==> src/hw/imb_pkg.sv <==
/*
 * Shared constants and types for the indexed memory-reference sequencer:
 * instruction field positions, slot codes, reset values, state and
 * operation enumerations.
 * Assumes a 16-bit word and four time slots per sequence state.
 */
package imb_pkg;

    localparam int WORD_W = 16;

    // Instruction field positions
    localparam int OFFSET_FIELD_LO   = 0;
    localparam int OFFSET_FIELD_W    = 5;
    localparam int RD_LO     = 5;
    localparam int RD_W      = 3;
    localparam int RX_LO     = 8;
    localparam int RX_W      = 2;
    localparam int IND_BIT   = 10;
    localparam int BASE_BIT  = 11;
    localparam int OP_LO     = 12;
    localparam int OP_W      = 4;

    // Displacement value that fetches the address from the next word
    localparam logic [OFFSET_FIELD_W-1:0] EXT_OFFSET_FIELD = 5'h1f;

    // Time slot codes
    localparam logic [1:0] SLOT1 = 2'h0;
    localparam logic [1:0] SLOT2 = 2'h1;
    localparam logic [1:0] SLOT3 = 2'h2;
    localparam logic [1:0] SLOT4 = 2'h3;

    // Values after reset
    localparam logic [WORD_W-1:0] PC_RST  = 16'h0000;
    localparam logic [WORD_W-1:0] WORD_RST = 16'h0000;
    localparam logic [1:0]        SLOT_RST = 2'h3;

    typedef enum logic [1:0] {
        fetch_decode_state,
        extended_displacement_state,
        indirect_state,
        execute_state
    } imb_state_t;

    typedef enum logic [3:0] {
        op_none,
        load_register_op,
        op_store_reg,
        op_compare_reg,
        op_load_byte,
        op_store_byte,
        op_inc_mem,
        op_dec_mem,
        op_load_rs,
        op_store_rs,
        op_set_bit,
        op_test_bit,
        op_reset_bit
    } imb_op_t;

endpackage

==> src/hw/imb_seq.sv <==
/*
 * Sequencer for the indexed memory-reference instruction group, carrying
 * the load-register instruction through address formation and execute.
 * One clock edge is one time slot. Memory sits outside: it sees the
 * location register on mem_addr, is started by memory_cycle_kick in slot four and
 * must present the addressed word on mem_rdata during the following
 * slot one, on this same clock.
 */
`timescale 1ns/1ps

// Contract
// - Fetch slot two copies destination register to both holders; PC gets PC+1+enable.
// - Later in fetch slot two, augend holder takes selected index register.
// - Instruction bit 10 set means indirect, clear means direct.
// - Fetch slot three loads base register into addend holder.
// - Indirect fetch slot three: address is displacement, upper bits zero.
// - Direct fetch slot three: address is displacement plus index when indexed.
// - Fetch slot four, displacement 1F: address and location from PC; go extended.
// - Otherwise address plus base into address and location; indirect or execute next.
// - Base added only when base-relative addressing is specified.
// - Extended slot two increments PC again, enable flag fed back through adder.
// - Extended slot three: indirect takes memory word, direct adds index.
// - Extended slot four: address plus base to address and location; branch.
// - Indirect slot three: address is memory word plus index when indexed.
// - Indirect slot four: address through adder to address and location; execute.
// - Execute slot one copies destination register to both holders.
// - Execute slot two of load writes memory data into destination register.
// - Execute slot four loads location from PC, returns to fetch.
// - Decode twelve group operations sharing indirect, index and displacement fields.
// - Memory word is captured into data register in slot one of each state.
// - Every slot four location load issues a memory start pulse.
module imb_seq #(
    parameter int NREG = 8
) (
    input  wire logic                       clk,
    input  wire logic                       rst_b,
    input  wire logic [imb_pkg::WORD_W-1:0] mem_rdata,
    input  wire logic [imb_pkg::WORD_W-1:0] base_value,
    input  wire logic                       con_wr,
    input  wire logic [2:0]                 con_sel,
    input  wire logic [imb_pkg::WORD_W-1:0] con_data,
    input  wire logic                       ise_load,
    input  wire logic                       ise_value,
    output logic      [imb_pkg::WORD_W-1:0] mem_addr,
    output logic                            memory_cycle_kick,
    output logic      [imb_pkg::WORD_W-1:0] pc,
    output logic      [imb_pkg::WORD_W-1:0] work_addr,
    output logic      [imb_pkg::WORD_W-1:0] data_word,
    output logic      [imb_pkg::WORD_W-1:0] con_rdata,
    output logic                            interrupt_enable_flag,
    output imb_pkg::imb_state_t             seq_state,
    output logic      [1:0]                 seq_slot,
    output imb_pkg::imb_op_t                op_kind,
    output logic                            indexed_memory_group
);

    localparam int WW = imb_pkg::WORD_W;

    imb_pkg::imb_state_t state_q;
    logic [1:0]          slot_q;
    logic [WW-1:0]       ir_q;
    logic [WW-1:0]       m_q;
    logic [WW-1:0]       p_q;
    logic [WW-1:0]       w_q;
    logic [WW-1:0]       l_q;
    logic [WW-1:0]       q_q;
    logic [WW-1:0]       r_q;
    logic                ise_q;
    logic [WW-1:0]       rf_q [NREG];

    logic [imb_pkg::OFFSET_FIELD_W-1:0] offset_field;
    logic [imb_pkg::RD_W-1:0]   rd_sel;
    logic [imb_pkg::RX_W-1:0]   rx_sel;
    logic                       ind;
    logic                       use_base;
    logic                       is_ext;
    logic [WW-1:0]              offset_field_word;
    logic [WW-1:0]              idx_add;
    logic [WW-1:0]              base_add;
    logic [WW-1:0]              pc_inc;
    logic [WW-1:0]              alu_sum;
    logic                       rf_wr;
    imb_pkg::imb_op_t           op_d;

    // Fields come from the held instruction; M is reused for data later
    assign offset_field = ir_q[imb_pkg::OFFSET_FIELD_LO +: imb_pkg::OFFSET_FIELD_W];
    assign rd_sel       = ir_q[imb_pkg::RD_LO +: imb_pkg::RD_W];
    assign rx_sel       = ir_q[imb_pkg::RX_LO +: imb_pkg::RX_W];
    assign ind          = ir_q[imb_pkg::IND_BIT];
    assign use_base     = ir_q[imb_pkg::BASE_BIT];
    assign is_ext       = (offset_field == imb_pkg::EXT_OFFSET_FIELD);
    assign offset_field_word    = {{(WW-imb_pkg::OFFSET_FIELD_W){1'b0}}, offset_field};

    // Index code zero means no indexing
    assign idx_add  = (rx_sel != '0) ? q_q : '0;
    assign base_add = use_base ? r_q : '0;
    assign pc_inc   = p_q + 16'h0001 + {{(WW-1){1'b0}}, ise_q};

    // Adder input selection per state and slot
    always_comb
    begin
        alu_sum = w_q;
        unique case (state_q)
            imb_pkg::fetch_decode_state:
            begin
                if (slot_q == imb_pkg::SLOT3)
                begin
                    alu_sum = ind ? offset_field_word : idx_add + offset_field_word;
                end
                else if (slot_q == imb_pkg::SLOT4)
                begin
                    alu_sum = is_ext ? p_q : w_q + base_add;
                end
            end
            imb_pkg::extended_displacement_state:
            begin
                if (slot_q == imb_pkg::SLOT3)
                begin
                    alu_sum = ind ? m_q : m_q + idx_add;
                end
                else if (slot_q == imb_pkg::SLOT4)
                begin
                    alu_sum = w_q + base_add;
                end
            end
            imb_pkg::indirect_state:
            begin
                if (slot_q == imb_pkg::SLOT3)
                begin
                    alu_sum = m_q + idx_add;
                end
            end
            imb_pkg::execute_state:
            begin
                alu_sum = p_q;
            end
        endcase
    end

    // Group decode on the held opcode
    always_comb
    begin
        op_d = imb_pkg::op_none;
        unique case (ir_q[imb_pkg::OP_LO +: imb_pkg::OP_W])
            4'hc: op_d = imb_pkg::load_register_op;
            4'hd: op_d = imb_pkg::op_store_reg;
            4'he: op_d = imb_pkg::op_compare_reg;
            4'h8: op_d = imb_pkg::op_load_byte;
            4'h9: op_d = imb_pkg::op_store_byte;
            4'hb: op_d = imb_pkg::op_set_bit;
            4'ha: op_d = imb_pkg::op_test_bit;
            4'h3: op_d = imb_pkg::op_reset_bit;
            4'hf:
            begin
                unique case (rd_sel)
                    3'h0:    op_d = imb_pkg::op_inc_mem;
                    3'h2:    op_d = imb_pkg::op_dec_mem;
                    3'h4:    op_d = imb_pkg::op_load_rs;
                    3'h6:    op_d = imb_pkg::op_store_rs;
                    default: op_d = imb_pkg::op_none;
                endcase
            end
            default: op_d = imb_pkg::op_none;
        endcase
    end

    // Slot counter and state; state changes only at the end of slot four
    always_ff @(posedge clk or negedge rst_b)
    begin
        if (!rst_b)
        begin
            // Start in execute slot four so the first edge fetches from PC
            slot_q  <= imb_pkg::SLOT_RST;
            state_q <= imb_pkg::execute_state;
        end
        else
        begin
            slot_q <= slot_q + 2'h1;
            if (slot_q == imb_pkg::SLOT4)
            begin
                unique case (state_q)
                    imb_pkg::fetch_decode_state:
                    begin
                        if (is_ext)
                        begin
                            state_q <= imb_pkg::extended_displacement_state;
                        end
                        else
                        begin
                            state_q <= ind ? imb_pkg::indirect_state
                                           : imb_pkg::execute_state;
                        end
                    end
                    imb_pkg::extended_displacement_state:
                    begin
                        state_q <= ind ? imb_pkg::indirect_state
                                       : imb_pkg::execute_state;
                    end
                    imb_pkg::indirect_state:
                    begin
                        state_q <= imb_pkg::execute_state;
                    end
                    imb_pkg::execute_state:
                    begin
                        state_q <= imb_pkg::fetch_decode_state;
                    end
                endcase
            end
        end
    end

    // Memory data capture at the end of every slot one
    always_ff @(posedge clk or negedge rst_b)
    begin
        if (!rst_b)
        begin
            m_q  <= imb_pkg::WORD_RST;
            ir_q <= imb_pkg::WORD_RST;
        end
        else if (slot_q == imb_pkg::SLOT1)
        begin
            m_q <= mem_rdata;
            if (state_q == imb_pkg::fetch_decode_state)
            begin
                ir_q <= mem_rdata;
            end
        end
    end

    // Program counter and interrupt enable
    always_ff @(posedge clk or negedge rst_b)
    begin
        if (!rst_b)
        begin
            p_q   <= imb_pkg::PC_RST;
            ise_q <= 1'b0;
        end
        else
        begin
            if (slot_q == imb_pkg::SLOT2 &&
                (state_q == imb_pkg::fetch_decode_state ||
                 state_q == imb_pkg::extended_displacement_state))
            begin
                p_q <= pc_inc;
            end
            // Flag passes the adder unchanged; only the console alters it
            if (ise_load)
            begin
                ise_q <= ise_value;
            end
        end
    end

    // Working address and memory location
    always_ff @(posedge clk or negedge rst_b)
    begin
        if (!rst_b)
        begin
            w_q <= imb_pkg::WORD_RST;
            l_q <= imb_pkg::PC_RST;
        end
        else
        begin
            if (state_q != imb_pkg::execute_state &&
                (slot_q == imb_pkg::SLOT3 || slot_q == imb_pkg::SLOT4))
            begin
                w_q <= alu_sum;
            end
            if (slot_q == imb_pkg::SLOT4)
            begin
                l_q <= alu_sum;
            end
        end
    end

    // ALU holding registers
    always_ff @(posedge clk or negedge rst_b)
    begin
        if (!rst_b)
        begin
            q_q <= imb_pkg::WORD_RST;
            r_q <= imb_pkg::WORD_RST;
        end
        else
        begin
            if (state_q == imb_pkg::fetch_decode_state &&
                slot_q == imb_pkg::SLOT2)
            begin
                // Rd copy to Q is overwritten in the same slot by Rx
                q_q <= rf_q[{1'b0, rx_sel}];
                r_q <= rf_q[rd_sel];
            end
            else if (state_q == imb_pkg::fetch_decode_state &&
                     slot_q == imb_pkg::SLOT3)
            begin
                r_q <= base_value;
            end
            else if (state_q == imb_pkg::execute_state &&
                     slot_q == imb_pkg::SLOT1)
            begin
                q_q <= rf_q[rd_sel];
                r_q <= rf_q[rd_sel];
            end
        end
    end

    // Only the load operation writes the register file here
    assign rf_wr = (state_q == imb_pkg::execute_state) &&
                   (slot_q == imb_pkg::SLOT2) &&
                   (op_d == imb_pkg::load_register_op);

    // Register file; console write loses to an instruction write
    for (genvar i = 0; i < NREG; i++)
    begin : g_rf
        always_ff @(posedge clk or negedge rst_b)
        begin
            if (!rst_b)
            begin
                rf_q[i] <= imb_pkg::WORD_RST;
            end
            else if (rf_wr && int'(rd_sel) == i)
            begin
                rf_q[i] <= m_q;
            end
            else if (con_wr && int'(con_sel) == i)
            begin
                rf_q[i] <= con_data;
            end
        end
    end

    assign memory_cycle_kick     = (slot_q == imb_pkg::SLOT4);
    assign mem_addr              = l_q;
    assign pc                    = p_q;
    assign work_addr             = w_q;
    assign data_word             = m_q;
    assign con_rdata             = rf_q[con_sel];
    assign interrupt_enable_flag = ise_q;
    assign seq_state             = state_q;
    assign seq_slot              = slot_q;
    assign op_kind               = op_d;
    assign indexed_memory_group  = (op_d != imb_pkg::op_none);

endmodule

==> config.mk <==
export PLATFORM = sky130hd
export DESIGN_NAME = imb_seq
export DESIGN_NICKNAME = d
export VERILOG_FILES = /design/src/hw/imb_pkg.sv /design/src/hw/imb_seq.sv
export SDC_FILE = /design/constraint.sdc
export NUM_CORES = 1
export LEC_CHECK = 0
export ABC_AREA = 0
export BUFFER_PORTS_ARGS = -buffer_cell sky130_fd_sc_hd__buf_4
export CAP_MARGIN = 20
export CORE_AREA = 4 4 212 172
export CTS_CLUSTER_DIAMETER = 80
export CTS_CLUSTER_SIZE = 8
export DETAILED_ROUTE_END_ITERATION = 10
export DIE_AREA = 0 0 216 176
export PLACE_DENSITY = 0.72
export SLEW_MARGIN = 20
export SYNTH_ARGS = -nofsm -noshare
export SYNTH_HDL_FRONTEND = slang
export SYNTH_SLANG_ARGS = --single-unit
export TNS_END_PERCENT = 20
==> constraint.sdc <==
create_clock -name clk -period 5.54 [get_ports clk]
set_input_delay 1.108 -clock clk [delete_from_list [all_inputs] [get_ports clk]]
set_output_delay 1.108 -clock clk [all_outputs]
set_load 0.02 [all_outputs]
==> reports/results.txt <==
Clk pin slew, worst setup/hold paths = 0.05 ns
cell count after synthesis = 1,881
core box area = 34,400 um2
initial core utilization = 0.504
Seq/Total Area, Yosys = 0.354
die area = 38,000 um2
hold_sp = q_q[14]$_DFFE_PN0P_
Setup Buffers After CTS = 0
highest routed layer = met4
Synth Flop Type = dfrtp_1
min setup slack post-route = 1.64 ns
worst-path maximum fanout = 40
H-tree depth = 2
CTS Buffer Depth = 3
Die W = 216 um
flops & latches, synth = 245
worst skew pair latency = 0.53 ns
hpwl dp = 40,500 um
reg2reg end = mem_addr[8]$_DFFE_PN0P_
Vias/cell = 6.45
Layout area overhead = 12.7%
Placed Area = 18,600 um2
initial antenna violation count = 0
Worst slew margin = 0.253
most frequent cells in the layout = 240 x dfrtp_1, 223 x nand2_1, 175 x buf_4
drt pass-1 iters = 6
clock skew = 0.0111 ns
DR WL/cell = 24.6 um
met3 wire len = 6620 um
largest net degree at the start of global routing = 128
1st-iter DRT viols = 1,987
Tcrit/Tclk final = 0.703
Hold Violations, Final = 0
Async S/R FF share, synth = 1.00
row cnt = 61
TritonCTS Buffers = 36
R2R setup slack = 1.90 ns
Filler cells = 3,020
Sink Count = 245
critical path, cell by cell = buf_4 > mux4_2 > mux2_2 > buf_4
Hold Path End = q_q[14]$_DFFE_PN0P_
Hold Path Depth = 2
GP Congestion = 0.935
Period minus WS final = 3.90 ns
crit-path max cell delay = 0.60 ns
Avg Cell Area, Syn = 9.22 um2
r2r worst-path depth = 12
share of cells above drive strength 1 = 0.201
Crit-path slowest cell = mux4_2
Worst R2R Start = ir_q[8]$_DFFE_PN0P_
pre-CTS WS = 1.65 ns
post-synth cell types = 76
Pleak = 8.33 nW
CP most frequent cell = buf_4
IO Port Bufs = 146
drt total wl = 58,700 um
cts hold-fix bufs = 0
vias in the first global route = 14,900
Max Cap Viol = 0
grt ovf = 0
kind of critical path = primary input to output port
setup TNS = 0 ns
Max VDD drop = 0.000364 V
Post-route DRC = 0
Routed met2 length = 25,200 um
f_max = 0.257 GHz
worst path required time = 4.43 ns
Ys Warns = 0
met1 WL = 25,000 um
CTS tree = done
nets@finish = 2,002
EDFF count, synth = 0
setup violators final = 0
status = complete, no violations
Tightest Pin Transition = 1.12 ns
Die Y = 176 um
hold crit path type = register to register
Pwr Total = 0.0114 W
Final Slew Violations = 0
global-route wire length before repair = 89,500 um
most common cell after layout, fill and taps aside = dfrtp_1
DR vias = 15,400
Syn Nets = 1,970
Final Cell Area = 19,600 um2
CP startpoint kind = primary input
n_diodes = 0
synthesized cell area = 17,400 um2
root buffer cell = clkbuf_16
post-cts sizing count = 0
Cell Pwr Density = 585 nW/um2
register area = 6140 um2
Total GRT Usage = 0.303
RSZ-0062 raised after global routing = no
CP Data Arrival Time = 2.79 ns
ANT nets after route = 0
crit end category = output port
Multi-input gate area = 10,400 um2
# IOs = 147
cell usage after synthesis (9+ instances only):
| library cell | number | area, um2 |
|---|---|---|
| nand2_1 | 223 | 837 |
| or3_1 | 11 | 68.8 |
| nor3_1 | 15 | 75.1 |
| a221oi_1 | 20 | 175 |
| o21ai_0 | 166 | 831 |
| nand2b_1 | 10 | 62.6 |
| o211ai_1 | 10 | 75.1 |
| mux2i_1 | 149 | 1490 |
| a31oi_1 | 11 | 68.8 |
| clkbuf_1 | 129 | 484 |
| a211oi_1 | 11 | 82.6 |
| xnor2_1 | 45 | 394 |
| mux2_2 | 58 | 653 |
| nand4_1 | 9 | 56.3 |
| xor2_1 | 21 | 184 |
| nand3_1 | 36 | 180 |
| o21a_1 | 9 | 67.6 |
| buf_1 | 40 | 150 |
| and2_1 | 24 | 150 |
| dfrtp_1 | 241 | 6030 |
| ha_1 | 32 | 400 |
| a21o_1 | 14 | 105 |
| and3_1 | 11 | 68.8 |
| a21oi_1 | 150 | 751 |
| mux4_2 | 80 | 1800 |
| buf_2 | 10 | 50.1 |
| nor2_1 | 168 | 631 |
| o31ai_1 | 14 | 105 |
| inv_1 | 24 | 90.1 |
report_power, final:
part	switching, W	internal [W]
Combinational	0.00352	0.00262
Sequential	0.000888	0.00244
Clock	0.000810	0.00116
logic make-up after synthesis:
kind of cell / after synthesis / synth area share
fa+ha+maj: 35 / 0.0254
simple gates: 547 / 0.140
xor+xnor: 66 / 0.0333
flops: 245 / 0.354
compound gates: 492 / 0.174
mux: 287 / 0.227
buf+inv: 209 / 0.0470
sequential cells by signal, indices dropped and copies added (netlist names):
register,flops
data_word,16
seq_state,2
rf_q,128
ir_q,16
mem_addr,16
q_q,16
seq_slot,2
r_q,16
work_addr,16
pc,16
interrupt_enable_flag,1
stage by stage:
step / util / hold WS, ns / cells
4_1_cts: 0.568 / 0.484 / 2391
3_5_place_dp: 0.541 / 0.474 / 2347
6_report: 0.568 / 0.479 / 2391
2_1_floorplan: - / 0.442 / 1881
5_1_grt: 0.568 / 0.508 / 2391
3_3_place_gp: 0.541 / 0.468 / 2347
how the worst max path moves through the flow:
stage | startpoint | to
floorplan | ir_q[8]$_DFFE_PN0P_ | mem_addr[8]$_DFFE_PN0P_
CTS | con_sel[0] | con_rdata[11]
finish | con_sel[0] | con_rdata[11]
detailed placement | con_sel[0] | con_rdata[7]
global placement | con_sel[0] | con_rdata[0]
global route | con_sel[0] | con_rdata[1]
layer usage:
layer	global-route usage	vias to the layer above
met2	0.436	875
met3	0.0779	128
li1	-	6879
met4	0.0997	0
met1	0.447	7545
met5	0	-
final cells by class:
| type | count | area share |
|---|---|---|
| timing repair buffer | 177 | 0.0690 |
| sequential | 245 | 0.314 |
| inverter | 26 | 0.00499 |
| clock inverter | 3 | 0.00154 |
| tap | 472 | 0.0302 |
| multi-input combinational | 1427 | 0.533 |
| clock buffer | 41 | 0.0470 |
critical path, delay by kind of cell:
kind,cells,cell delay [ns]
buffers and inverters,2,0.75
muxes,2,0.92
Power figures use the tool's default switching activity.
